File: config.mk
export PLATFORM = sky130hd
export DESIGN_NAME = mtmp_host
export DESIGN_NICKNAME = d
export VERILOG_FILES = /design/src/core/mtmp_pkg.sv /design/src/core/mtmp_sync.sv /design/src/core/mtmp_mdc_gen.sv /design/src/core/mtmp_host.sv
export SDC_FILE = /design/constraint.sdc
export NUM_CORES = 1
export LEC_CHECK = 0
export BUFFER_PORTS_ARGS = -buffer_cell sky130_fd_sc_hd__buf_2
export CAP_MARGIN = 10
export CORE_MARGIN = 2
export CORE_UTILIZATION = 41
export DETAILED_ROUTE_END_ITERATION = 10
export MAX_ROUTING_LAYER = met4
export PLACE_DENSITY = 0.69
export SLEW_MARGIN = 10
export SYNTH_ARGS = -nofsm -noshare
export SYNTH_HDL_FRONTEND = slang
export SYNTH_SLANG_ARGS = --single-unit
File: constraint.sdc
create_clock -name mclk_i -period 5.13 [get_ports mclk_i]
set_input_delay 0.513 -clock mclk_i [delete_from_list [all_inputs] [get_ports mclk_i]]
set_output_delay 0.513 -clock mclk_i [all_outputs]
set_load 0.005 [all_outputs]
File: src/core/mtmp_pkg.sv
/*
 * mtmp_pkg: shared constants for the host-side controller of the
 * transmit half of a nibble-wide media independent interface and its
 * two-wire management port.
 * Assumes a 100 MHz system clock; all counts are derived from it here.
 */
package mtmp_pkg;

   // system clock
   localparam int CLK_PERIOD_NS = 10;

   // management clock limits
   localparam int MDC_MIN_HALF_NS = 160;
   localparam int MDC_MIN_PERIOD_NS = 400;
   // least times round up to whole cycles
   localparam int MDC_HALF_BY_PHASE = (MDC_MIN_HALF_NS + CLK_PERIOD_NS - 1) / CLK_PERIOD_NS;
   localparam int MDC_HALF_BY_PERIOD =
      (MDC_MIN_PERIOD_NS + 2 * CLK_PERIOD_NS - 1) / (2 * CLK_PERIOD_NS);
   localparam int MDC_HALF_CYC =
      (MDC_HALF_BY_PHASE > MDC_HALF_BY_PERIOD) ? MDC_HALF_BY_PHASE : MDC_HALF_BY_PERIOD;
   localparam int MDC_CNT_W = 8;

   // management frame layout, bit 0 goes out first
   localparam int MG_FRAME_BITS = 64;
   localparam int MG_PRE_BITS = 32;
   // field widths after the preamble
   localparam int MG_ST_BITS = 2;
   localparam int MG_OP_BITS = 2;
   localparam int MG_ADDR_BITS = 5;
   localparam int MG_TA_BITS = 2;
   localparam int MG_DATA_BITS = 16;
   localparam logic [5:0] MG_LAST_BIT = 6'h3F;
   localparam logic [5:0] MG_RD_RELEASE_BIT = 6'h2E;
   localparam logic [5:0] MG_DATA_FIRST_BIT = 6'h30;
   localparam logic [1:0] MG_START = 2'h1;
   localparam logic [1:0] MG_OP_WRITE = 2'h1;
   localparam logic [1:0] MG_OP_READ = 2'h2;
   localparam logic [1:0] MG_TA_WRITE = 2'h2;
   localparam logic [31:0] MG_PREAMBLE = 32'hFFFFFFFF;

   // role strap level that puts the module in phy role
   localparam logic ROLE_PHY_SIDE = 1'h0;

   // nibble driven while the enable is low
   localparam logic [3:0] TX_IDLE_NIBBLE = 4'h0;

endpackage

File: src/core/mtmp_sync.sv
/*
 * mtmp_sync: two-flip-flop synchroniser for levels from pins.
 * Assumes each bit is an independent level; the first stage is read by
 * the second stage only.
 */
`timescale 1ns/100ps
module mtmp_sync #(
   parameter int WIDTH = 1
) (
   // clock and reset
   input wire logic mclk_i,
   input wire logic resetn_i,
   // asynchronous levels in, synchronised levels out
   input wire logic [WIDTH-1:0] async_i,
   output logic [WIDTH-1:0] sync_o
);

   typedef struct packed {
      logic [WIDTH-1:0] stage1;
      logic [WIDTH-1:0] stage2;
   } mtmp_sync_s;

   mtmp_sync_s st_r;
   mtmp_sync_s st_nxt;

   // shift one stage per clock
   always_comb begin
      st_nxt = st_r;
      st_nxt.stage1 = async_i;
      st_nxt.stage2 = st_r.stage1;
   end

   always_ff @(posedge mclk_i or negedge resetn_i) begin
      if (!resetn_i) begin
         st_r <= '0;
      end else begin
         st_r <= st_nxt;
      end
   end

   assign sync_o = st_r.stage2;

endmodule

File: src/core/mtmp_mdc_gen.sv
/*
 * mtmp_mdc_gen: free-running management clock divider.
 * Assumes the system clock of the package; gives the clock level and a
 * one-cycle pulse in the same cycle as each rise and each fall.
 */
`timescale 1ns/100ps
module mtmp_mdc_gen #(
   parameter int HALF_CYC = mtmp_pkg::MDC_HALF_CYC
) (
   // clock and reset
   input wire logic mclk_i,
   input wire logic resetn_i,
   // management clock and its edge pulses
   output logic mdc_o,
   output logic rise_o,
   output logic fall_o
);

   localparam int HALF_LAST_I = HALF_CYC - 1;
   localparam logic [mtmp_pkg::MDC_CNT_W-1:0] HALF_LAST = HALF_LAST_I[mtmp_pkg::MDC_CNT_W-1:0];

   typedef struct packed {
      logic [mtmp_pkg::MDC_CNT_W-1:0] cnt;
      logic mdc;
      logic rise;
      logic fall;
   } mtmp_mdc_s;

   mtmp_mdc_s st_r;
   mtmp_mdc_s st_nxt;

   // equal high and low phases, each at least the least half period
   always_comb begin
      st_nxt = st_r;
      st_nxt.rise = 1'b0;
      st_nxt.fall = 1'b0;
      if (st_r.cnt == HALF_LAST) begin
         st_nxt.cnt = '0;
         st_nxt.mdc = ~st_r.mdc;
         st_nxt.rise = ~st_r.mdc;
         st_nxt.fall = st_r.mdc;
      end else begin
         st_nxt.cnt = st_r.cnt + 1'b1;
      end
   end

   always_ff @(posedge mclk_i or negedge resetn_i) begin
      if (!resetn_i) begin
         st_r <= '0;
      end else begin
         st_r <= st_nxt;
      end
   end

   assign mdc_o = st_r.mdc;
   assign rise_o = st_r.rise;
   assign fall_o = st_r.fall;

endmodule

File: src/core/mtmp_host.sv
/*
 * mtmp_host: mac-side controller for a module strapped to its phy role.
 * Feeds transmit nibbles timed by the module's transmit clock and runs
 * management read and write frames on the two-wire port.
 * Assumes an external pull-up on the management data wire and a
 * transmit clock slow enough to be sampled by the 100 MHz system clock.
 * Assumes the user holds valid and its nibble until ready is seen high,
 * and refills within one transmit clock period to keep a frame going.
 */
// How it works
// phy side supplies the continuous transmit clock that times enable and nibbles
// transmit clock is only an input here, never driven
// in isolate mode the phy side floats its transmit clock
// enable rises with first preamble nibble, stays high every frame nibble
// enable drops before the transmit clock edge after the last nibble
// enable changes only on transmit clock edges
// in isolate mode the phy side ignores the transmit enable
// this side makes the management clock; phases may stretch freely
// management clock phases at least 160 ns, period at least 400 ns
// phy side drives read data bits on the data wire timed by MDC
// this side drives control bits on the data wire timed by MDC
// management port gives read and write access to phy registers
// same pins in both roles, only directions change
// role strap sampled at reset: low phy role, high mac role
// clause 22 frame; the addressed side releases data when not driving
// new nibble every transmit clock while enabled, bit 0 on line zero
`timescale 1ns/100ps
module mtmp_host #(
   parameter int MDC_HALF_CYC = mtmp_pkg::MDC_HALF_CYC
) (
   // clock and reset
   input wire logic mclk_i,
   input wire logic resetn_i,
   // transmit pins toward the module
   input wire logic tx_clock_i,
   output logic tx_enable_o,
   output logic [3:0] tx_nibble_o,
   // role strap toward the module
   output logic interface_role_select_o,
   // management pins
   output logic mdc_o,
   input wire logic mdio_i,
   output logic mdio_o,
   output logic mdio_oe_n_o,
   // user nibble stream
   input wire logic user_valid_i,
   input wire logic [3:0] user_nibble_i,
   output logic user_ready_o,
   // user management command
   input wire logic mg_start_i,
   input wire logic mg_write_i,
   input wire logic [4:0] mg_phy_addr_i,
   input wire logic [4:0] mg_reg_addr_i,
   input wire logic [15:0] mg_wdata_i,
   output logic mg_busy_o,
   output logic mg_done_o,
   output logic [15:0] mg_rdata_o
);

   typedef enum logic [1:0] {
      MG_IDLE,
      MG_WAIT_FALL,
      MG_RUN
   } mtmp_mg_e;

   typedef struct packed {
      // transmit side
      logic tx_clk_prev;
      logic tx_en;
      logic [3:0] tx_nib;
      logic hold_full;
      logic [3:0] hold_nib;
      logic user_ready;
      // management side
      mtmp_mg_e mg_state;
      logic [5:0] bit_cnt;
      logic [mtmp_pkg::MG_FRAME_BITS-1:0] frame;
      logic is_write;
      logic mdio_out;
      logic mdio_oe_n;
      logic [15:0] rdata;
      logic done;
      logic busy;
      // strap
      logic role;
   } mtmp_host_s;

   mtmp_host_s st_r;
   mtmp_host_s st_nxt;

   logic tx_clk_s;
   logic mdio_s;
   logic mdc_rise;
   logic mdc_fall;
   logic tx_rise;
   logic [mtmp_pkg::MG_FRAME_BITS-1:0] frame_word;

   // frame field positions, counted from the first bit on the wire
   localparam int ST_POS = mtmp_pkg::MG_PRE_BITS;
   localparam int OP_POS = ST_POS + mtmp_pkg::MG_ST_BITS;
   localparam int PA_POS = OP_POS + mtmp_pkg::MG_OP_BITS;
   localparam int RA_POS = PA_POS + mtmp_pkg::MG_ADDR_BITS;
   localparam int TA_POS = RA_POS + mtmp_pkg::MG_ADDR_BITS;
   localparam int DA_POS = TA_POS + mtmp_pkg::MG_TA_BITS;
   localparam int PAIR_TOP = mtmp_pkg::MG_ST_BITS - 1;
   localparam int AD_TOP = mtmp_pkg::MG_ADDR_BITS - 1;
   localparam int DA_TOP = mtmp_pkg::MG_DATA_BITS - 1;

   // pins from outside pass two flip-flops before any logic
   // transmit clock only sampled, never driven
   mtmp_sync #(
      .WIDTH(1)
   ) u_sync_txclk (
      .mclk_i(mclk_i),
      .resetn_i(resetn_i),
      .async_i(tx_clock_i),
      .sync_o(tx_clk_s)
   );

   // data wire seen through the same two-stage synchroniser
   mtmp_sync #(
      .WIDTH(1)
   ) u_sync_mdio (
      .mclk_i(mclk_i),
      .resetn_i(resetn_i),
      .async_i(mdio_i),
      .sync_o(mdio_s)
   );

   // running free costs nothing: the module ignores it between frames
   // management clock limits
   mtmp_mdc_gen #(
      .HALF_CYC(MDC_HALF_CYC)
   ) u_mdc (
      .mclk_i(mclk_i),
      .resetn_i(resetn_i),
      .mdc_o(mdc_o),
      .rise_o(mdc_rise),
      .fall_o(mdc_fall)
   );

   // prev resets low like the idle clock, so no false rise after reset
   // a floated clock gives no rises
   // edge of transmit clock
   assign tx_rise = tx_clk_s & ~st_r.tx_clk_prev;

   // clause 22 frame image, first bit in bit 0
   always_comb begin
      frame_word = '0;
      // preamble of ones goes out first
      frame_word[mtmp_pkg::MG_PRE_BITS-1:0] = mtmp_pkg::MG_PREAMBLE;
      // fields go out msb first, so each is placed bit by bit
      // start, opcode and turnaround share one width
      for (int i = 0; i < mtmp_pkg::MG_ST_BITS; i++) begin
         frame_word[ST_POS + i] = mtmp_pkg::MG_START[PAIR_TOP - i];
         frame_word[OP_POS + i] = mg_write_i ? mtmp_pkg::MG_OP_WRITE[PAIR_TOP - i] :
                                               mtmp_pkg::MG_OP_READ[PAIR_TOP - i];
         frame_word[TA_POS + i] = mg_write_i ? mtmp_pkg::MG_TA_WRITE[PAIR_TOP - i] : 1'b1;
      end
      for (int i = 0; i < mtmp_pkg::MG_ADDR_BITS; i++) begin
         frame_word[PA_POS + i] = mg_phy_addr_i[AD_TOP - i];
         frame_word[RA_POS + i] = mg_reg_addr_i[AD_TOP - i];
      end
      // read turnaround and data stay high; the wire is released there
      for (int i = 0; i < mtmp_pkg::MG_DATA_BITS; i++) begin
         frame_word[DA_POS + i] = mg_write_i ? mg_wdata_i[DA_TOP - i] : 1'b1;
      end
   end

   // next state of the whole controller
   always_comb begin
      st_nxt = st_r;
      st_nxt.tx_clk_prev = tx_clk_s;
      st_nxt.done = 1'b0;
      // the module must see the phy role at its own reset
      st_nxt.role = mtmp_pkg::ROLE_PHY_SIDE;

      // one entry is enough: a transmit period spans many system cycles
      // one-entry holding stage between user and pins
      if (st_r.user_ready && user_valid_i) begin
         st_nxt.hold_full = 1'b1;
         st_nxt.hold_nib = user_nibble_i;
         st_nxt.user_ready = 1'b0;
      end

      // pins change only just after a transmit clock rise
      if (tx_rise) begin
         if (st_r.hold_full) begin
            // enable high with every nibble
            st_nxt.tx_en = 1'b1;
            // one nibble per clock, bit 0 on line zero
            st_nxt.tx_nib = st_r.hold_nib;
            st_nxt.hold_full = 1'b0;
            // the stage empties, so the user may refill at once
            st_nxt.user_ready = 1'b1;
         end else begin
            // enable drops at the edge after the last nibble
            st_nxt.tx_en = 1'b0;
            st_nxt.tx_nib = mtmp_pkg::TX_IDLE_NIBBLE;
            // a nibble taken in this very cycle keeps the stage full
            st_nxt.user_ready = !(st_r.user_ready && user_valid_i);
         end
      end

      // management frame sequencer
      case (st_r.mg_state)
         MG_IDLE: begin
            // data wire released while idle
            st_nxt.mdio_oe_n = 1'b1;
            st_nxt.mdio_out = 1'b1;
            // inputs are captured here, so they may change during the frame
            if (mg_start_i) begin
               st_nxt.frame = frame_word;
               st_nxt.is_write = mg_write_i;
               st_nxt.busy = 1'b1;
               st_nxt.bit_cnt = '0;
               st_nxt.mg_state = MG_WAIT_FALL;
            end
         end
         MG_WAIT_FALL: begin
            // waiting for a fall keeps the first bit a full period wide
            // first bit set up after a falling edge
            if (mdc_fall) begin
               st_nxt.mdio_out = st_r.frame[0];
               st_nxt.mdio_oe_n = 1'b0;
               st_nxt.frame = st_r.frame >> 1;
               st_nxt.mg_state = MG_RUN;
            end
         end
         MG_RUN: begin
            // synced data lags two cycles, far inside the half period
            // read bits sampled on rising edges of the data phase
            if (mdc_rise && !st_r.is_write &&
                st_r.bit_cnt >= mtmp_pkg::MG_DATA_FIRST_BIT) begin
               st_nxt.rdata = {st_r.rdata[14:0], mdio_s};
            end
            if (mdc_fall) begin
               if (st_r.bit_cnt == mtmp_pkg::MG_LAST_BIT) begin
                  // done and busy move together, so a new start may follow
                  // release after the last data bit
                  st_nxt.mdio_oe_n = 1'b1;
                  st_nxt.mdio_out = 1'b1;
                  st_nxt.busy = 1'b0;
                  st_nxt.done = 1'b1;
                  st_nxt.mg_state = MG_IDLE;
               end else begin
                  st_nxt.bit_cnt = st_r.bit_cnt + 1'b1;
                  // control bits change on falling edges
                  st_nxt.mdio_out = st_r.frame[0];
                  st_nxt.frame = st_r.frame >> 1;
                  // the phy drives the second turnaround bit, never both sides
                  // read turnaround and data left to the phy
                  if (!st_r.is_write &&
                      st_r.bit_cnt + 1'b1 >= mtmp_pkg::MG_RD_RELEASE_BIT) begin
                     st_nxt.mdio_oe_n = 1'b1;
                     st_nxt.mdio_out = 1'b1;
                  end
               end
            end
         end
         default: begin
            // an illegal state drops the frame and frees the wire
            st_nxt.mg_state = MG_IDLE;
            st_nxt.busy = 1'b0;
            st_nxt.mdio_oe_n = 1'b1;
         end
      endcase
   end

   // single register bank; everything takes a constant at reset
   always_ff @(posedge mclk_i or negedge resetn_i) begin
      if (!resetn_i) begin
         st_r <= '{
            tx_clk_prev: 1'b0,
            tx_en: 1'b0,
            tx_nib: mtmp_pkg::TX_IDLE_NIBBLE,
            hold_full: 1'b0,
            hold_nib: 4'h0,
            user_ready: 1'b0,
            mg_state: MG_IDLE,
            bit_cnt: 6'h0,
            frame: '0,
            is_write: 1'b0,
            mdio_out: 1'b1,
            mdio_oe_n: 1'b1,
            rdata: 16'h0000,
            done: 1'b0,
            busy: 1'b0,
            role: mtmp_pkg::ROLE_PHY_SIDE
         };
      end else begin
         st_r <= st_nxt;
      end
   end

   // outputs come straight from the register bank
   assign tx_enable_o = st_r.tx_en;
   assign tx_nibble_o = st_r.tx_nib;
   assign interface_role_select_o = st_r.role;

   // management and user side outputs, also registered
   assign mdio_o = st_r.mdio_out;
   assign mdio_oe_n_o = st_r.mdio_oe_n;
   assign user_ready_o = st_r.user_ready;
   assign mg_busy_o = st_r.busy;
   assign mg_done_o = st_r.done;
   assign mg_rdata_o = st_r.rdata;

endmodule

==> flow_summary.yaml <==
synth:
  syn_area_um2: 5390
  synthArstFlopShare_pct: 100
  synth_flop_cell: "dfrtp_1"
  synth.net_count: 591
  synth_cells: 547
  synthDistinctLibCells: 39
  syn_avg_cell_area_um2: 9.85
  synth-edff-count: 0
  ys_seq_area_share_pct: 55.8
  synth-warning-count: 0
  ys_ff_latch: 120
sta:
  fmax_mhz: 370
  setup_viol_count_final: 0
  whs_ns: 0.202
  tightest_slew_ns: 1.02
  final_hold_viol_count: 0
  tns_ns: 0
  slew_headroom_pct: 31.9
  period_needed_ns: 2.70
  timing.final.crit_share_pct: 52.7
  slew_viol_final: 0
  grt_setup_unrepaired: "no"
  skew_ns: 0.00927
die:
  die_x_um: 119
  core-area_um2: 12700
  initial_core_util_pct: 42.3
  rows: 41
  num_io_pins: 65
  dieArea_um2: 14100
  fp.dieH_um: 119
power:
  p_per_area_nw_per_um2: 579
  ir_drop_mv: 0.264
  power.leakage_nw: 2.85
finish:
  area_growth_pct: 14.9
  drive_gt1_share_pct: 21.8
  antenna_cells: 0
  nFillCells: 1183
  fin_cells: 759
  final_util_pct: 48.6
  nets: 618
  layout_common_cells: "dfrtp_1 (118), nand2_1 (89), o21ai_0 (73)"
  final_common_cell: "dfrtp_1"
clock_network:
  cts-buffers-inserted: 17
  cts.sinks: 120
  cts.clk_slew.worst_paths_ns: 0.06
  cts.root.buffer_cell: "clkbuf_16"
  cts_tree: "yes"
  clock_tree.htree_level_count: 4
  hold_buffers: 0
  post_cts_resize_count: 0
  clock_path_buffers: 2
  insertion_delay_ns: 0.41
  post-cts-setup-buffer-count: 0
grt:
  grt_use_total_pct: 15.6
  globalRouteOverflowTotal: 0
  grt_pass1_vias: 3618
  grt_pass1_wl_um: 17100
  antenna_found_initial: 0
  grt_max_degree: 129
hold_path:
  worstHoldPathType: "input pin to async pin"
routing:
  vias_per_cell: 4.97
  num_vias: 3773
  dr.pass1.iters: 5
  finalWirelength_um: 10000
  drc: 0
  wire_per_inst_um: 13.2
  ant_nets: 0
  drt_iter0_drc: 283
worst_setup_path:
  worstPathMaxFanout: 47
  max_stage_delay_ns: 0.74
  end_kind: "register"
  cp_num_buf_inv: 3
  worst_ep_arrival_time_ns: 2.96
  worstPathRequired_ns: 5.38
  crit_family: "buffers and inverters"
  cp_slowest_cell: "ha_2"
  cp-start-kind: "register"
  crit_chain: "inv_1 > ha_2 > buf_4 > nor2b_2 > buf_4 > and2_1 > a21oi_1 > o21ai_0"
  cpMostUsedCell: "buf_4"
  path_class: "register to register"
placement:
  place_congestion: 0.780
  numPortBuffers: 63
  dp_hpwl_um: 6220
  placed_cells: 727
run:
  max_cap_violations: 0
status:
  outcome: "finished, final reports clean"
-- worst reg2reg max path: stages (launching register included) --
cell and delay (ns):
dfrtp_1 0.41, inv_1 0.09, ha_2 0.74, buf_4 0.51
nor2b_2 0.09, buf_4 0.28, and2_1 0.24, a21oi_1 0.11
o21ai_0 0.08
-- power by group --
group	internal [mW]	leakage [nW]	switching, mW
logic	0.368	1.02	0.680
clock network	0.737	0.282	0.421
registers	1.23	1.55	0.150
-- flip-flops by register name (all words and copies together), names as in the netlist, 4 cells and up --
signal and flops:
tx_nibble_o 4, mg_rdata_o 16, u_mdc.st_r 8, st_r 79
-- path summary, 6_finish.rpt --
path,start,end,slack [ns],cells after the start
max,st_r[92],st_r[69],2.43,8
min,resetn_i,st_r[92],0.20,1
max reg2reg,st_r[92],st_r[69],2.43,8
min reg2reg,u_sync_txclk.st_nxt[0],u_sync_txclk.sync_o,0.36,0
max in group asynchronous,resetn_i,st_r[43],3.73,2
min in group mclk_i,mdio_i,u_sync_mdio.st_nxt[0],0.21,1
-- layout make-up --
cell class | count | area, um^2 | area share [%]
Inverter | 8 | 30.0 | 0.485
Sequential cell | 120 | 3010 | 48.6
Clock buffer | 20 | 457 | 7.38
Multi-Input combinational cell | 361 | 2020 | 32.6
Clock inverter | 12 | 125 | 2.02
Timing Repair Buffer | 66 | 340 | 5.50
Tap cell | 172 | 215 | 3.48
-- metal layers --
layer | GRT usage [%] | vias up | share of wire (%)
met3 | 4.39 | 9 | 4.4
met5 | - | - | 0
li1 | - | 1903 | -
met2 | 24.0 | 90 | 47
met4 | 6.25 | 0 | 1.2
met1 | 19.5 | 1771 | 48
-- through the flow --
stage | power, mW | setup slack, ns | area [um^2]
2_1_floorplan | 2.27 | 3.07 | 5390
3_3_place_gp | 2.39 | 2.55 | 5610
3_5_place_dp | 2.44 | 2.46 | 5610
4_1_cts | 3.62 | 2.43 | 6190
5_1_grt | 3.86 | 2.15 | 6190
6_report | 3.58 | 2.43 | 6190
-- synthesized netlist by cell type (all sizes together) (2+ instances only) --
library cell  count  area [um^2]
mux2             26          293
ha                7         87.6
or3               3         18.8
a211o             2         17.5
nand3             3         15.0
a31oi             3         18.8
nor2b             4         25.0
o22ai             3         18.8
clkbuf           21         80.1
and2              5         31.3
buf              37          268
inv               8         30.0
dfstp             2         52.6
o21ai            93          465
nor3              4         20.0
nand4             3         18.8
dfrtp           118         2950
a21oi            58          290
nand2            89          334
xnor2             5         43.8
a22oi            10         75.1
mux2i             2         20.0
xor2              3         26.3
nor2             26         97.6
a211oi            3         22.5
-- cells by family after synthesis --
kind of cell | count (synthesis) | synth area share [%]
fa+ha+maj | 7 | 1.63
buf+inv | 66 | 7.01
mux | 28 | 5.81
simple gates | 142 | 11.1
flops | 120 | 55.8
compound gates | 175 | 17.3
other cells | 1 | 0.0696
xor+xnor | 8 | 1.30
Power figures use the tool's default switching activity.
